### src/rtl/pch_pkg.sv
// Constants and carrier types for the configuration header register bank
package pch_pkg;
  localparam logic [7:0]  OFS_HOLD       = 8'h0d;
  localparam logic [7:0]  OFS_LAYOUT     = 8'h0e;
  localparam logic [7:0]  OFS_SELFTEST   = 8'h0f;
  localparam logic [7:0]  OFS_OPBASE     = 8'h10;
  localparam logic [7:0]  OFS_SUB_MAKER  = 8'h2c;
  localparam logic [7:0]  OFS_SUB_TYPE   = 8'h2e;
  localparam logic [7:0]  OFS_ROM        = 8'h30;
  localparam logic [7:0]  OFS_CAP_PTR    = 8'h34;
  localparam logic [7:0]  OFS_IRQ_LINE   = 8'h3c;
  localparam logic [7:0]  OFS_IRQ_PIN    = 8'h3d;
  localparam logic [7:0]  OFS_BURST      = 8'h3e;
  localparam logic [7:0]  OFS_INTERVAL   = 8'h3f;
  localparam logic [7:0]  OFS_BYTE_ORDER = 8'h40;

  localparam logic [7:0]  RST_HOLD       = 8'h00;
  localparam logic [7:0]  VAL_LAYOUT     = 8'h00;
  localparam logic [7:0]  VAL_SELFTEST   = 8'h00;
  localparam logic [11:0] VAL_OPBASE_LOW = 12'h000;
  localparam logic [31:0] VAL_ROM        = 32'h0000_0000;
  localparam logic [7:0]  VAL_CAP_PTR    = 8'h60;
  localparam logic [7:0]  RST_IRQ_LINE   = 8'h00;
  localparam logic [7:0]  VAL_IRQ_PIN    = 8'h01;
  localparam logic [7:0]  RST_BURST      = 8'h00;
  localparam logic [7:0]  RST_INTERVAL   = 8'h00;
  localparam logic [15:0] RST_SUB_CODE   = 16'h0000;
  localparam logic [19:0] RST_OPBASE     = 20'h00000;
  localparam int          SWAP_BIT       = 0;
  localparam logic        RST_SWAP       = 1'b0;
  localparam int          OPBASE_LSB     = 12;

  typedef struct packed {
    logic        valid;
    logic        we;
    logic [5:0]  dword;
    logic [3:0]  be;
    logic [31:0] wdata;
  } pch_cfg_req_t;

  typedef struct packed {
    logic        valid;
    logic        we;
    logic [31:0] addr;
    logic [3:0]  be;
    logic [31:0] wdata;
  } pch_mem_req_t;

  typedef struct packed {
    logic [15:0] maker;
    logic [15:0] kind;
    logic [7:0]  burst;
    logic [7:0]  interval;
  } pch_load_t;
endpackage

### src/rtl/pch_swap.sv
// Registered quadlet byte swapper with pass-through valid
module pch_swap (
  input  wire logic        clk,
  input  wire logic        resetn,
  input  wire logic        in_valid,
  input  wire logic        swap,
  input  wire logic [31:0] in_data,
  input  wire logic [3:0]  in_be,
  output logic             out_valid_ff,
  output logic [31:0]      out_data_ff,
  output logic [3:0]       out_be_ff
);
  logic        nxt_out_valid;
  logic [31:0] nxt_out_data;
  logic [3:0]  nxt_out_be;

  always_comb begin
    nxt_out_valid = in_valid;
    nxt_out_data  = in_data;
    nxt_out_be    = in_be;
    if (swap) begin
      nxt_out_data = {in_data[7:0], in_data[15:8], in_data[23:16], in_data[31:24]};
      nxt_out_be   = {in_be[0], in_be[1], in_be[2], in_be[3]};
    end
  end

  always_ff @(posedge clk or negedge resetn) begin
    if (!resetn) begin
      out_valid_ff <= 1'b0;
      out_data_ff  <= 32'h0000_0000;
      out_be_ff    <= 4'h0;
    end else begin
      out_valid_ff <= nxt_out_valid;
      out_data_ff  <= nxt_out_data;
      out_be_ff    <= nxt_out_be;
    end
  end
endmodule

### src/rtl/pch_cfg_regs.sv
// Upper configuration header registers, operational window decode and global swap
module pch_cfg_regs #(
  parameter int WIN_BITS = 12
) (
  input  wire logic                  clk,
  input  wire logic                  resetn,
  input  wire pch_pkg::pch_cfg_req_t cfg_req,
  input  wire pch_pkg::pch_mem_req_t mem_req,
  input  wire logic                  load_valid,
  input  wire pch_pkg::pch_load_t    load_data,
  input  wire logic                  op_rvalid,
  input  wire logic [31:0]           op_rdata,
  output logic                       cfg_ack_ff,
  output logic [31:0]                cfg_rdata_ff,
  output logic                       mem_hit_ff,
  output logic                       op_req_ff,
  output logic                       op_we_ff,
  output logic [11:0]                op_addr_ff,
  output logic [31:0]                op_wdata_ff,
  output logic [3:0]                 op_be_ff,
  output logic                       mem_rvalid_ff,
  output logic [31:0]                mem_rdata_ff,
  output logic [7:0]                 bus_hold_limit_ff,
  output logic [7:0]                 irq_routing_line_ff,
  output logic                       swap_en_ff,
  output logic                       load_done_ff
);
  // The window size is tied to the fixed low base field
  if (WIN_BITS != pch_pkg::OPBASE_LSB) begin
    $error("WIN_BITS must match the fixed low base field");
  end

  // Read words pack neighbouring bytes by lane, so the package offsets must keep this layout
  if (pch_pkg::OFS_HOLD[1:0] != 2'h1) begin
    $error("Hold limit byte must sit in lane one");
  end
  if (pch_pkg::OFS_LAYOUT != pch_pkg::OFS_HOLD + 8'h01) begin
    $error("Header layout byte must follow the hold limit byte");
  end
  if (pch_pkg::OFS_SELFTEST != pch_pkg::OFS_HOLD + 8'h02) begin
    $error("Self-test byte must sit two lanes above the hold limit byte");
  end
  if (pch_pkg::OFS_OPBASE[1:0] != 2'h0) begin
    $error("Window base must be dword aligned");
  end
  if (pch_pkg::OFS_SUB_MAKER[1:0] != 2'h0) begin
    $error("Subsystem maker code must be dword aligned");
  end
  if (pch_pkg::OFS_SUB_TYPE != pch_pkg::OFS_SUB_MAKER + 8'h02) begin
    $error("Subsystem type code must follow the maker code");
  end
  if (pch_pkg::OFS_ROM[1:0] != 2'h0) begin
    $error("Expansion ROM base must be dword aligned");
  end
  if (pch_pkg::OFS_CAP_PTR[1:0] != 2'h0) begin
    $error("Capability pointer byte must sit in lane zero");
  end
  if (pch_pkg::VAL_CAP_PTR[1:0] != 2'h0) begin
    $error("Capability pointer must name a dword aligned entry");
  end
  if (pch_pkg::OFS_IRQ_LINE[1:0] != 2'h0) begin
    $error("Interrupt routing byte must sit in lane zero");
  end
  if (pch_pkg::OFS_IRQ_PIN != pch_pkg::OFS_IRQ_LINE + 8'h01) begin
    $error("Interrupt pin byte must follow the routing byte");
  end
  if (pch_pkg::OFS_BURST != pch_pkg::OFS_IRQ_LINE + 8'h02) begin
    $error("Burst-need byte must sit in lane two of the interrupt word");
  end
  if (pch_pkg::OFS_INTERVAL != pch_pkg::OFS_IRQ_LINE + 8'h03) begin
    $error("Access-interval byte must sit in lane three of the interrupt word");
  end
  if (pch_pkg::OFS_BYTE_ORDER[1:0] != 2'h0) begin
    $error("Byte order control must be dword aligned");
  end
  if (pch_pkg::SWAP_BIT != 0) begin
    $error("Swap bit must be bit zero of the control word");
  end

  localparam logic [5:0] DW_HOLD  = pch_pkg::OFS_HOLD[7:2];
  localparam logic [5:0] DW_BASE  = pch_pkg::OFS_OPBASE[7:2];
  localparam logic [5:0] DW_SUB   = pch_pkg::OFS_SUB_MAKER[7:2];
  localparam logic [5:0] DW_ROM   = pch_pkg::OFS_ROM[7:2];
  localparam logic [5:0] DW_CAP   = pch_pkg::OFS_CAP_PTR[7:2];
  localparam logic [5:0] DW_IRQ   = pch_pkg::OFS_IRQ_LINE[7:2];
  localparam logic [5:0] DW_ORDER = pch_pkg::OFS_BYTE_ORDER[7:2];

  logic [19:0] op_base_ff;
  logic [15:0] subsys_maker_code_ff;
  logic [15:0] subsys_type_code_ff;
  logic [7:0]  burst_need_ff;
  logic [7:0]  access_interval_need_ff;
  logic        mem_we_ff;
  logic        mem_rd_pend_ff;

  logic [7:0]  nxt_bus_hold_limit;
  logic [7:0]  nxt_irq_routing_line;
  logic        nxt_swap_en;
  logic [19:0] nxt_op_base;
  logic [15:0] nxt_subsys_maker_code;
  logic [15:0] nxt_subsys_type_code;
  logic [7:0]  nxt_burst_need;
  logic [7:0]  nxt_access_interval_need;
  logic        nxt_load_done;
  logic        nxt_cfg_ack;
  logic [31:0] nxt_cfg_rdata;
  logic        nxt_mem_hit;
  logic        nxt_mem_we;
  logic [11:0] nxt_op_addr;
  logic        nxt_mem_rd_pend;
  logic        cfg_wr;
  logic        win_match;

  logic        wr_valid;
  logic [31:0] wr_data;
  logic [3:0]  wr_be;
  logic        rd_valid;
  logic [31:0] rd_data;

  // Host-writable bytes; configuration data is used as it arrives, never through the swapper
  always_comb begin
    nxt_bus_hold_limit   = bus_hold_limit_ff;
    nxt_irq_routing_line = irq_routing_line_ff;
    nxt_swap_en          = swap_en_ff;
    nxt_op_base          = op_base_ff;
    cfg_wr               = cfg_req.valid && cfg_req.we;
    if (cfg_wr) begin
      unique case (cfg_req.dword)
        DW_HOLD: begin
          if (cfg_req.be[1]) nxt_bus_hold_limit = cfg_req.wdata[15:8];
        end
        // Lane zero of the base word holds the fixed low bits, so it has no enable
        DW_BASE: begin
          if (cfg_req.be[1]) nxt_op_base[3:0]   = cfg_req.wdata[15:12];
          if (cfg_req.be[2]) nxt_op_base[11:4]  = cfg_req.wdata[23:16];
          if (cfg_req.be[3]) nxt_op_base[19:12] = cfg_req.wdata[31:24];
        end
        DW_IRQ: begin
          if (cfg_req.be[0]) nxt_irq_routing_line = cfg_req.wdata[7:0];
        end
        DW_ORDER: begin
          if (cfg_req.be[0]) nxt_swap_en = cfg_req.wdata[pch_pkg::SWAP_BIT];
        end
        default: begin
          // Constant and loaded bytes ignore writes
        end
      endcase
    end
  end

  always_ff @(posedge clk or negedge resetn) begin
    if (!resetn) begin
      bus_hold_limit_ff   <= pch_pkg::RST_HOLD;
      irq_routing_line_ff <= pch_pkg::RST_IRQ_LINE;
      swap_en_ff          <= pch_pkg::RST_SWAP;
      op_base_ff          <= pch_pkg::RST_OPBASE;
    end else begin
      bus_hold_limit_ff   <= nxt_bus_hold_limit;
      irq_routing_line_ff <= nxt_irq_routing_line;
      swap_en_ff          <= nxt_swap_en;
      op_base_ff          <= nxt_op_base;
    end
  end

  // Serial-memory identity and bus-timing bytes
  always_comb begin
    nxt_subsys_maker_code    = subsys_maker_code_ff;
    nxt_subsys_type_code     = subsys_type_code_ff;
    nxt_burst_need           = burst_need_ff;
    nxt_access_interval_need = access_interval_need_ff;
    nxt_load_done            = load_done_ff;
    // Only the first load after reset is taken, so a stray strobe cannot rewrite identity
    if (load_valid && !load_done_ff) begin
      nxt_subsys_maker_code    = load_data.maker;
      nxt_subsys_type_code     = load_data.kind;
      nxt_burst_need           = load_data.burst;
      nxt_access_interval_need = load_data.interval;
      nxt_load_done            = 1'b1;
    end
  end

  always_ff @(posedge clk or negedge resetn) begin
    if (!resetn) begin
      subsys_maker_code_ff    <= pch_pkg::RST_SUB_CODE;
      subsys_type_code_ff     <= pch_pkg::RST_SUB_CODE;
      burst_need_ff           <= pch_pkg::RST_BURST;
      access_interval_need_ff <= pch_pkg::RST_INTERVAL;
      load_done_ff            <= 1'b0;
    end else begin
      subsys_maker_code_ff    <= nxt_subsys_maker_code;
      subsys_type_code_ff     <= nxt_subsys_type_code;
      burst_need_ff           <= nxt_burst_need;
      access_interval_need_ff <= nxt_access_interval_need;
      load_done_ff            <= nxt_load_done;
    end
  end

  // Acknowledge and read answer, one cycle after the request
  always_comb begin
    nxt_cfg_ack   = cfg_req.valid;
    nxt_cfg_rdata = 32'h0000_0000;
    if (cfg_req.valid && !cfg_req.we) begin
      // Unmapped dwords read zero but are still acknowledged
      unique case (cfg_req.dword)
        DW_HOLD:  nxt_cfg_rdata = {pch_pkg::VAL_SELFTEST, pch_pkg::VAL_LAYOUT,
                                   bus_hold_limit_ff, 8'h00};
        DW_BASE:  nxt_cfg_rdata = {op_base_ff, pch_pkg::VAL_OPBASE_LOW};
        DW_SUB:   nxt_cfg_rdata = {subsys_type_code_ff, subsys_maker_code_ff};
        DW_ROM:   nxt_cfg_rdata = pch_pkg::VAL_ROM;
        DW_CAP:   nxt_cfg_rdata = {24'h000000, pch_pkg::VAL_CAP_PTR};
        DW_IRQ:   nxt_cfg_rdata = {access_interval_need_ff, burst_need_ff,
                                   pch_pkg::VAL_IRQ_PIN, irq_routing_line_ff};
        DW_ORDER: nxt_cfg_rdata = {31'h0000_0000, swap_en_ff};
        default:  nxt_cfg_rdata = 32'h0000_0000;
      endcase
    end
  end

  always_ff @(posedge clk or negedge resetn) begin
    if (!resetn) begin
      cfg_ack_ff   <= 1'b0;
      cfg_rdata_ff <= 32'h0000_0000;
    end else begin
      cfg_ack_ff   <= nxt_cfg_ack;
      cfg_rdata_ff <= nxt_cfg_rdata;
    end
  end

  // Window decode; one pending flag, so a second read before the answer is not queued
  always_comb begin
    win_match       = mem_req.addr[31:pch_pkg::OPBASE_LSB] == op_base_ff;
    nxt_mem_hit     = mem_req.valid && win_match;
    nxt_mem_we      = mem_req.we;
    nxt_op_addr     = mem_req.addr[11:0];
    nxt_mem_rd_pend = mem_rd_pend_ff;
    if (nxt_mem_hit && !mem_req.we) nxt_mem_rd_pend = 1'b1;
    else if (op_rvalid) nxt_mem_rd_pend = 1'b0;
  end

  always_ff @(posedge clk or negedge resetn) begin
    if (!resetn) begin
      mem_hit_ff     <= 1'b0;
      mem_we_ff      <= 1'b0;
      op_addr_ff     <= 12'h000;
      mem_rd_pend_ff <= 1'b0;
    end else begin
      mem_hit_ff     <= nxt_mem_hit;
      mem_we_ff      <= nxt_mem_we;
      op_addr_ff     <= nxt_op_addr;
      mem_rd_pend_ff <= nxt_mem_rd_pend;
    end
  end

  assign op_we_ff  = mem_we_ff;
  // The forward strobe is the swapper's registered valid, so it lines up with data and lanes

  // Write path: claimed memory quadlets pass the swapper on the way in
  assign wr_valid  = nxt_mem_hit;
  assign wr_data   = mem_req.wdata;
  assign wr_be     = mem_req.be;

  pch_swap u_wr_swap (
    .clk          (clk),
    .resetn       (resetn),
    .in_valid     (wr_valid),
    .swap         (swap_en_ff),
    .in_data      (wr_data),
    .in_be        (wr_be),
    .out_valid_ff (op_req_ff),
    .out_data_ff  (op_wdata_ff),
    .out_be_ff    (op_be_ff)
  );

  // Read path: returned quadlets are swapped again toward the bus
  assign rd_valid = op_rvalid && mem_rd_pend_ff;
  assign rd_data  = op_rdata;

  pch_swap u_rd_swap (
    .clk          (clk),
    .resetn       (resetn),
    .in_valid     (rd_valid),
    .swap         (swap_en_ff),
    .in_data      (rd_data),
    .in_be        (4'hf),
    .out_valid_ff (mem_rvalid_ff),
    .out_data_ff  (mem_rdata_ff),
    .out_be_ff    ()
  );
endmodule

### config.mk
export PLATFORM = sky130hd
export DESIGN_NAME = pch_cfg_regs
export DESIGN_NICKNAME = d
export VERILOG_FILES = /design/src/rtl/pch_pkg.sv /design/src/rtl/pch_swap.sv /design/src/rtl/pch_cfg_regs.sv
export SDC_FILE = /design/constraint.sdc
export NUM_CORES = 1
export LEC_CHECK = 0
export BUFFER_PORTS_ARGS = -buffer_cell sky130_fd_sc_hd__buf_2
export CAP_MARGIN = 20
export CORE_MARGIN = 2
export CORE_UTILIZATION = 50
export CTS_BUF_LIST = sky130_fd_sc_hd__clkbuf_2 sky130_fd_sc_hd__clkbuf_4 sky130_fd_sc_hd__clkbuf_8
export DETAILED_ROUTE_END_ITERATION = 12
export PLACE_DENSITY_LB_ADDON = 0.2
export SYNTH_ARGS = -nofsm -noshare
export SYNTH_HDL_FRONTEND = slang
export SYNTH_SLANG_ARGS = --single-unit
### constraint.sdc
create_clock -name clk -period 2.2 [get_ports clk]
set_clock_uncertainty 0.2 [all_clocks]
set_input_delay 0.44 -clock clk [delete_from_list [all_inputs] [get_ports clk]]
set_output_delay 0.44 -clock clk [all_outputs]
set_load 0.02 [all_outputs]
==> flow_summary_export.csv <==
group,metric,value,unit
power_and_ir_drop,leakagePower,6.182,nW
critical_path,critPathLaunchType,"flip-flop",
timing,drv_slew,0,
synth,ys.flop_type,"dfrtp_1",
synth,synthArstFlopShare,100.0,%
grt,grt_pass1_wl,39820,um
clock_tree,cts_root_buffer,"clkbuf_8",
clock_tree,numCtsBuffers,36,
detailed_routing,drc,0,
timing,rsz0062_at_grt,"no",
detailed_routing,routedWlPerCell,20.13,um
die,core_area,15710,sq um
critical_path,crit_family,"buffers and inverters",
critical_path,cp-end-kind,"flip-flop",
critical_path,arrival,2270,ps
clock_tree,cts_tree,"done",
clock_tree,clk_latency,500,ps
detailed_routing,num_vias,6852,
placement,place_congestion,0.8676,
clock_tree,h-tree-depth,2,
placement,io_buffers,332,
timing,setup_tns,0,ps
synth,ys_warn_count,0,
detailed_routing,antenna_left,0,
placement,dp_slack,81.98,ps
final_layout,final_cells,1330,
timing,finalSetupViolCount,0,
timing,hold_viol_final,0,
timing,period_share,95.34,%
clock_tree,cts.path.max_buffers,3,
timing,tightest_slew,413.7,ps
die,placement_rows,46,
critical_path,cp_cell_sequence,"buf_12, mux2_2, dlygate4sd3_1",
critical_path,critPathSlowestCell,"dlygate4sd3_1",
grt,grt_antenna_before_repair,1,
clock_tree,cts_sinks,203,
power_and_ir_drop,p_per_area,700.6,nW/um^2
synth,netlist_instances,531,
placement,place_inst,1070,
min_path,hold_class,"in -> reg",
final_layout,final_cell_mix,"buf_2, dfrtp_1, dlygate4sd3_1, mux2_2, clkbuf_8",
critical_path,cp.required,2370,ps
grt,grt_max_degree,53,
critical_path,critPathMaxFanout,34,
timing,fin_crit,2098,ps
critical_path,worst-setup-path-type,"reg -> reg",
die,die_x,130.1,um
detailed_routing,viasPerCell,5.152,
die,ios,333,
final_layout,area_growth_syn_to_layout,60.70,%
placement,dp_hpwl,15920,um
final_layout,drive_gt1_share,49.78,%
final_layout,fin_nets,1289,
die,dieArea,16920,sq um
synth,seq_area_frac_synth,63.93,%
synth,synth_area_per_cell,14.96,sq um
timing,slew_headroom,72.36,%
power_and_ir_drop,peakVddDrop,0.5346,mV
synth,synth_nets,729,
clock_tree,clkSlewWorstSetupHoldPaths,70,ps
timing,fmax,476.7,MHz
grt,grt.total_usage,31.05,%
die,initial_core_util,50.57,%
critical_path,crit_buf_inv,2,
detailed_routing,drtIter0Drc,261,
final_layout,final_common_cell,"buf_2",
synth,synth_edf_count,0,
timing,setup_ws,102.4,ps
grt,grt_overflow,0,
grt,grt_pass1_vias,7676,
flow_run,drv_cap,0,
critical_path,cpPeakStageDelay,590,ps
final_layout,fin_util,81.27,%
detailed_routing,wl,26770,um
die,die-height,130.1,um
synth,ys_seq_elements,203,
synth,netlist_area,7946,sq um
detailed_routing,drt_pass1_iterations,5,
status,status,"finished, final reports clean",
synth,synth_cell_types,43,
==> layout make-up <==
type / count / area, sq um
Clock inverter: 1 / 5.005
Tap cell: 216 / 270.3
Inverter: 3 / 11.26
Timing Repair Buffer: 552 / 3924
Clock buffer: 59 / 755.7
Antenna cell: 1 / 2.502
Sequential cell: 203 / 5084
Multi-Input combinational cell: 295 / 2718
Fill cell: 850 / 2943
==> routing by layer <==
metal | part of all wire [%] | global-route usage (%)
met5 | 0 | 0
met4 | 4.0 | 14.61
met1 | 37 | 34.38
met3 | 7.4 | 7.667
met2 | 52 | 56.17
==> cell families (layout without fill, tap and decap cells) <==
kind of cell	count (synthesis)	after routing	synth area share (%)
and+or+nand+nor	67	67	4.724
AOI/OAI and AO/OA	57	57	4.850
DFF	203	203	63.93
xor gates and xnor gates	17	17	1.874
buffers and inverters	33	615	2.047
other	0	1	0
muxes	154	154	22.58
==> path summary, 6_finish.rpt <==
check / start / endpoint / slack (ps) / cells past startpoint
setup / recovery: swap_en_ff$_DFFE_PN0P_ / u_wr_swap.out_be_ff[3]$_DFF_PN0_ / 100 / 3
hold / removal: op_rdata[18] / u_rd_swap.out_data_ff[18]$_DFF_PN0_ / 70 / 2
setup reg to reg: swap_en_ff$_DFFE_PN0P_ / u_wr_swap.out_be_ff[3]$_DFF_PN0_ / 100 / 3
hold reg to reg: mem_rd_pend_ff$_DFFE_PN0P_ / mem_rd_pend_ff$_DFFE_PN0P_ / 290 / 2
max in group asynchronous: resetn / u_rd_swap.out_data_ff[20]$_DFF_PN0_ / 870 / 3
min in group asynchronous: resetn / op_addr_ff[10]$_DFF_PN0_ / 240 / 2
==> through the flow <==
step	hold WS [ps]	instance area, sq um	power [mW]
finish	73.74	12770	8.946
global route	58.82	12770	9.226
detailed placement	202.9	10010	4.997
global placement	197.8	10010	4.948
CTS	16.10	12750	8.903
floorplan	-55.59	7946	4.513
==> cell usage after synthesis, drive strengths merged, types with 3 or more instances <==
cell / count / area, sq um
clkbuf: 11 / 41.29
xnor2: 13 / 113.9
nor2: 16 / 62.56
nand2: 21 / 78.83
and3: 5 / 31.28
inv: 3 / 11.26
nor2b: 4 / 25.02
a21oi: 19 / 95.09
buf: 19 / 110.1
mux2: 154 / 1794
o21ai: 4 / 20.02
a22oi: 24 / 180.2
a222oi: 4 / 40.04
nand4: 4 / 25.02
dfrtp: 203 / 5080
xor2: 4 / 35.03
==> what timing repair did <==
| action | CTS | global route |
|---|---|---|
| hold endpoints to repair | 208 | 0 |
| setup endpoints to repair | 0 | 24 |
| gates resized for setup | 0 | 1 |
| hold buffers | 198 | 0 |
| setup buffers | 0 | 1 |
==> flip-flops by register name, summed over array words and instances, names as in the netlist, 4 cells and up <==
name	cells
bus_hold_limit_ff	8
cfg_rdata_ff	32
op_base_ff	20
op_addr_ff	12
u_rd_swap.out_data_ff	32
burst_need_ff	8
u_wr_swap.out_data_ff	32
access_interval_need_ff	8
irq_routing_line_ff	8
subsys_maker_code_ff	16
u_wr_swap.out_be_ff	4
subsys_type_code_ff	16
==> where the power goes <==
part / internal [mW] / total (mW) / switching, mW
logic: 0.665 / 1.20 / 0.534
registers: 3.95 / 4.07 / 0.124
clock network: 2.15 / 3.67 / 1.52
No activity file was read; power rests on OpenSTA's default activity.
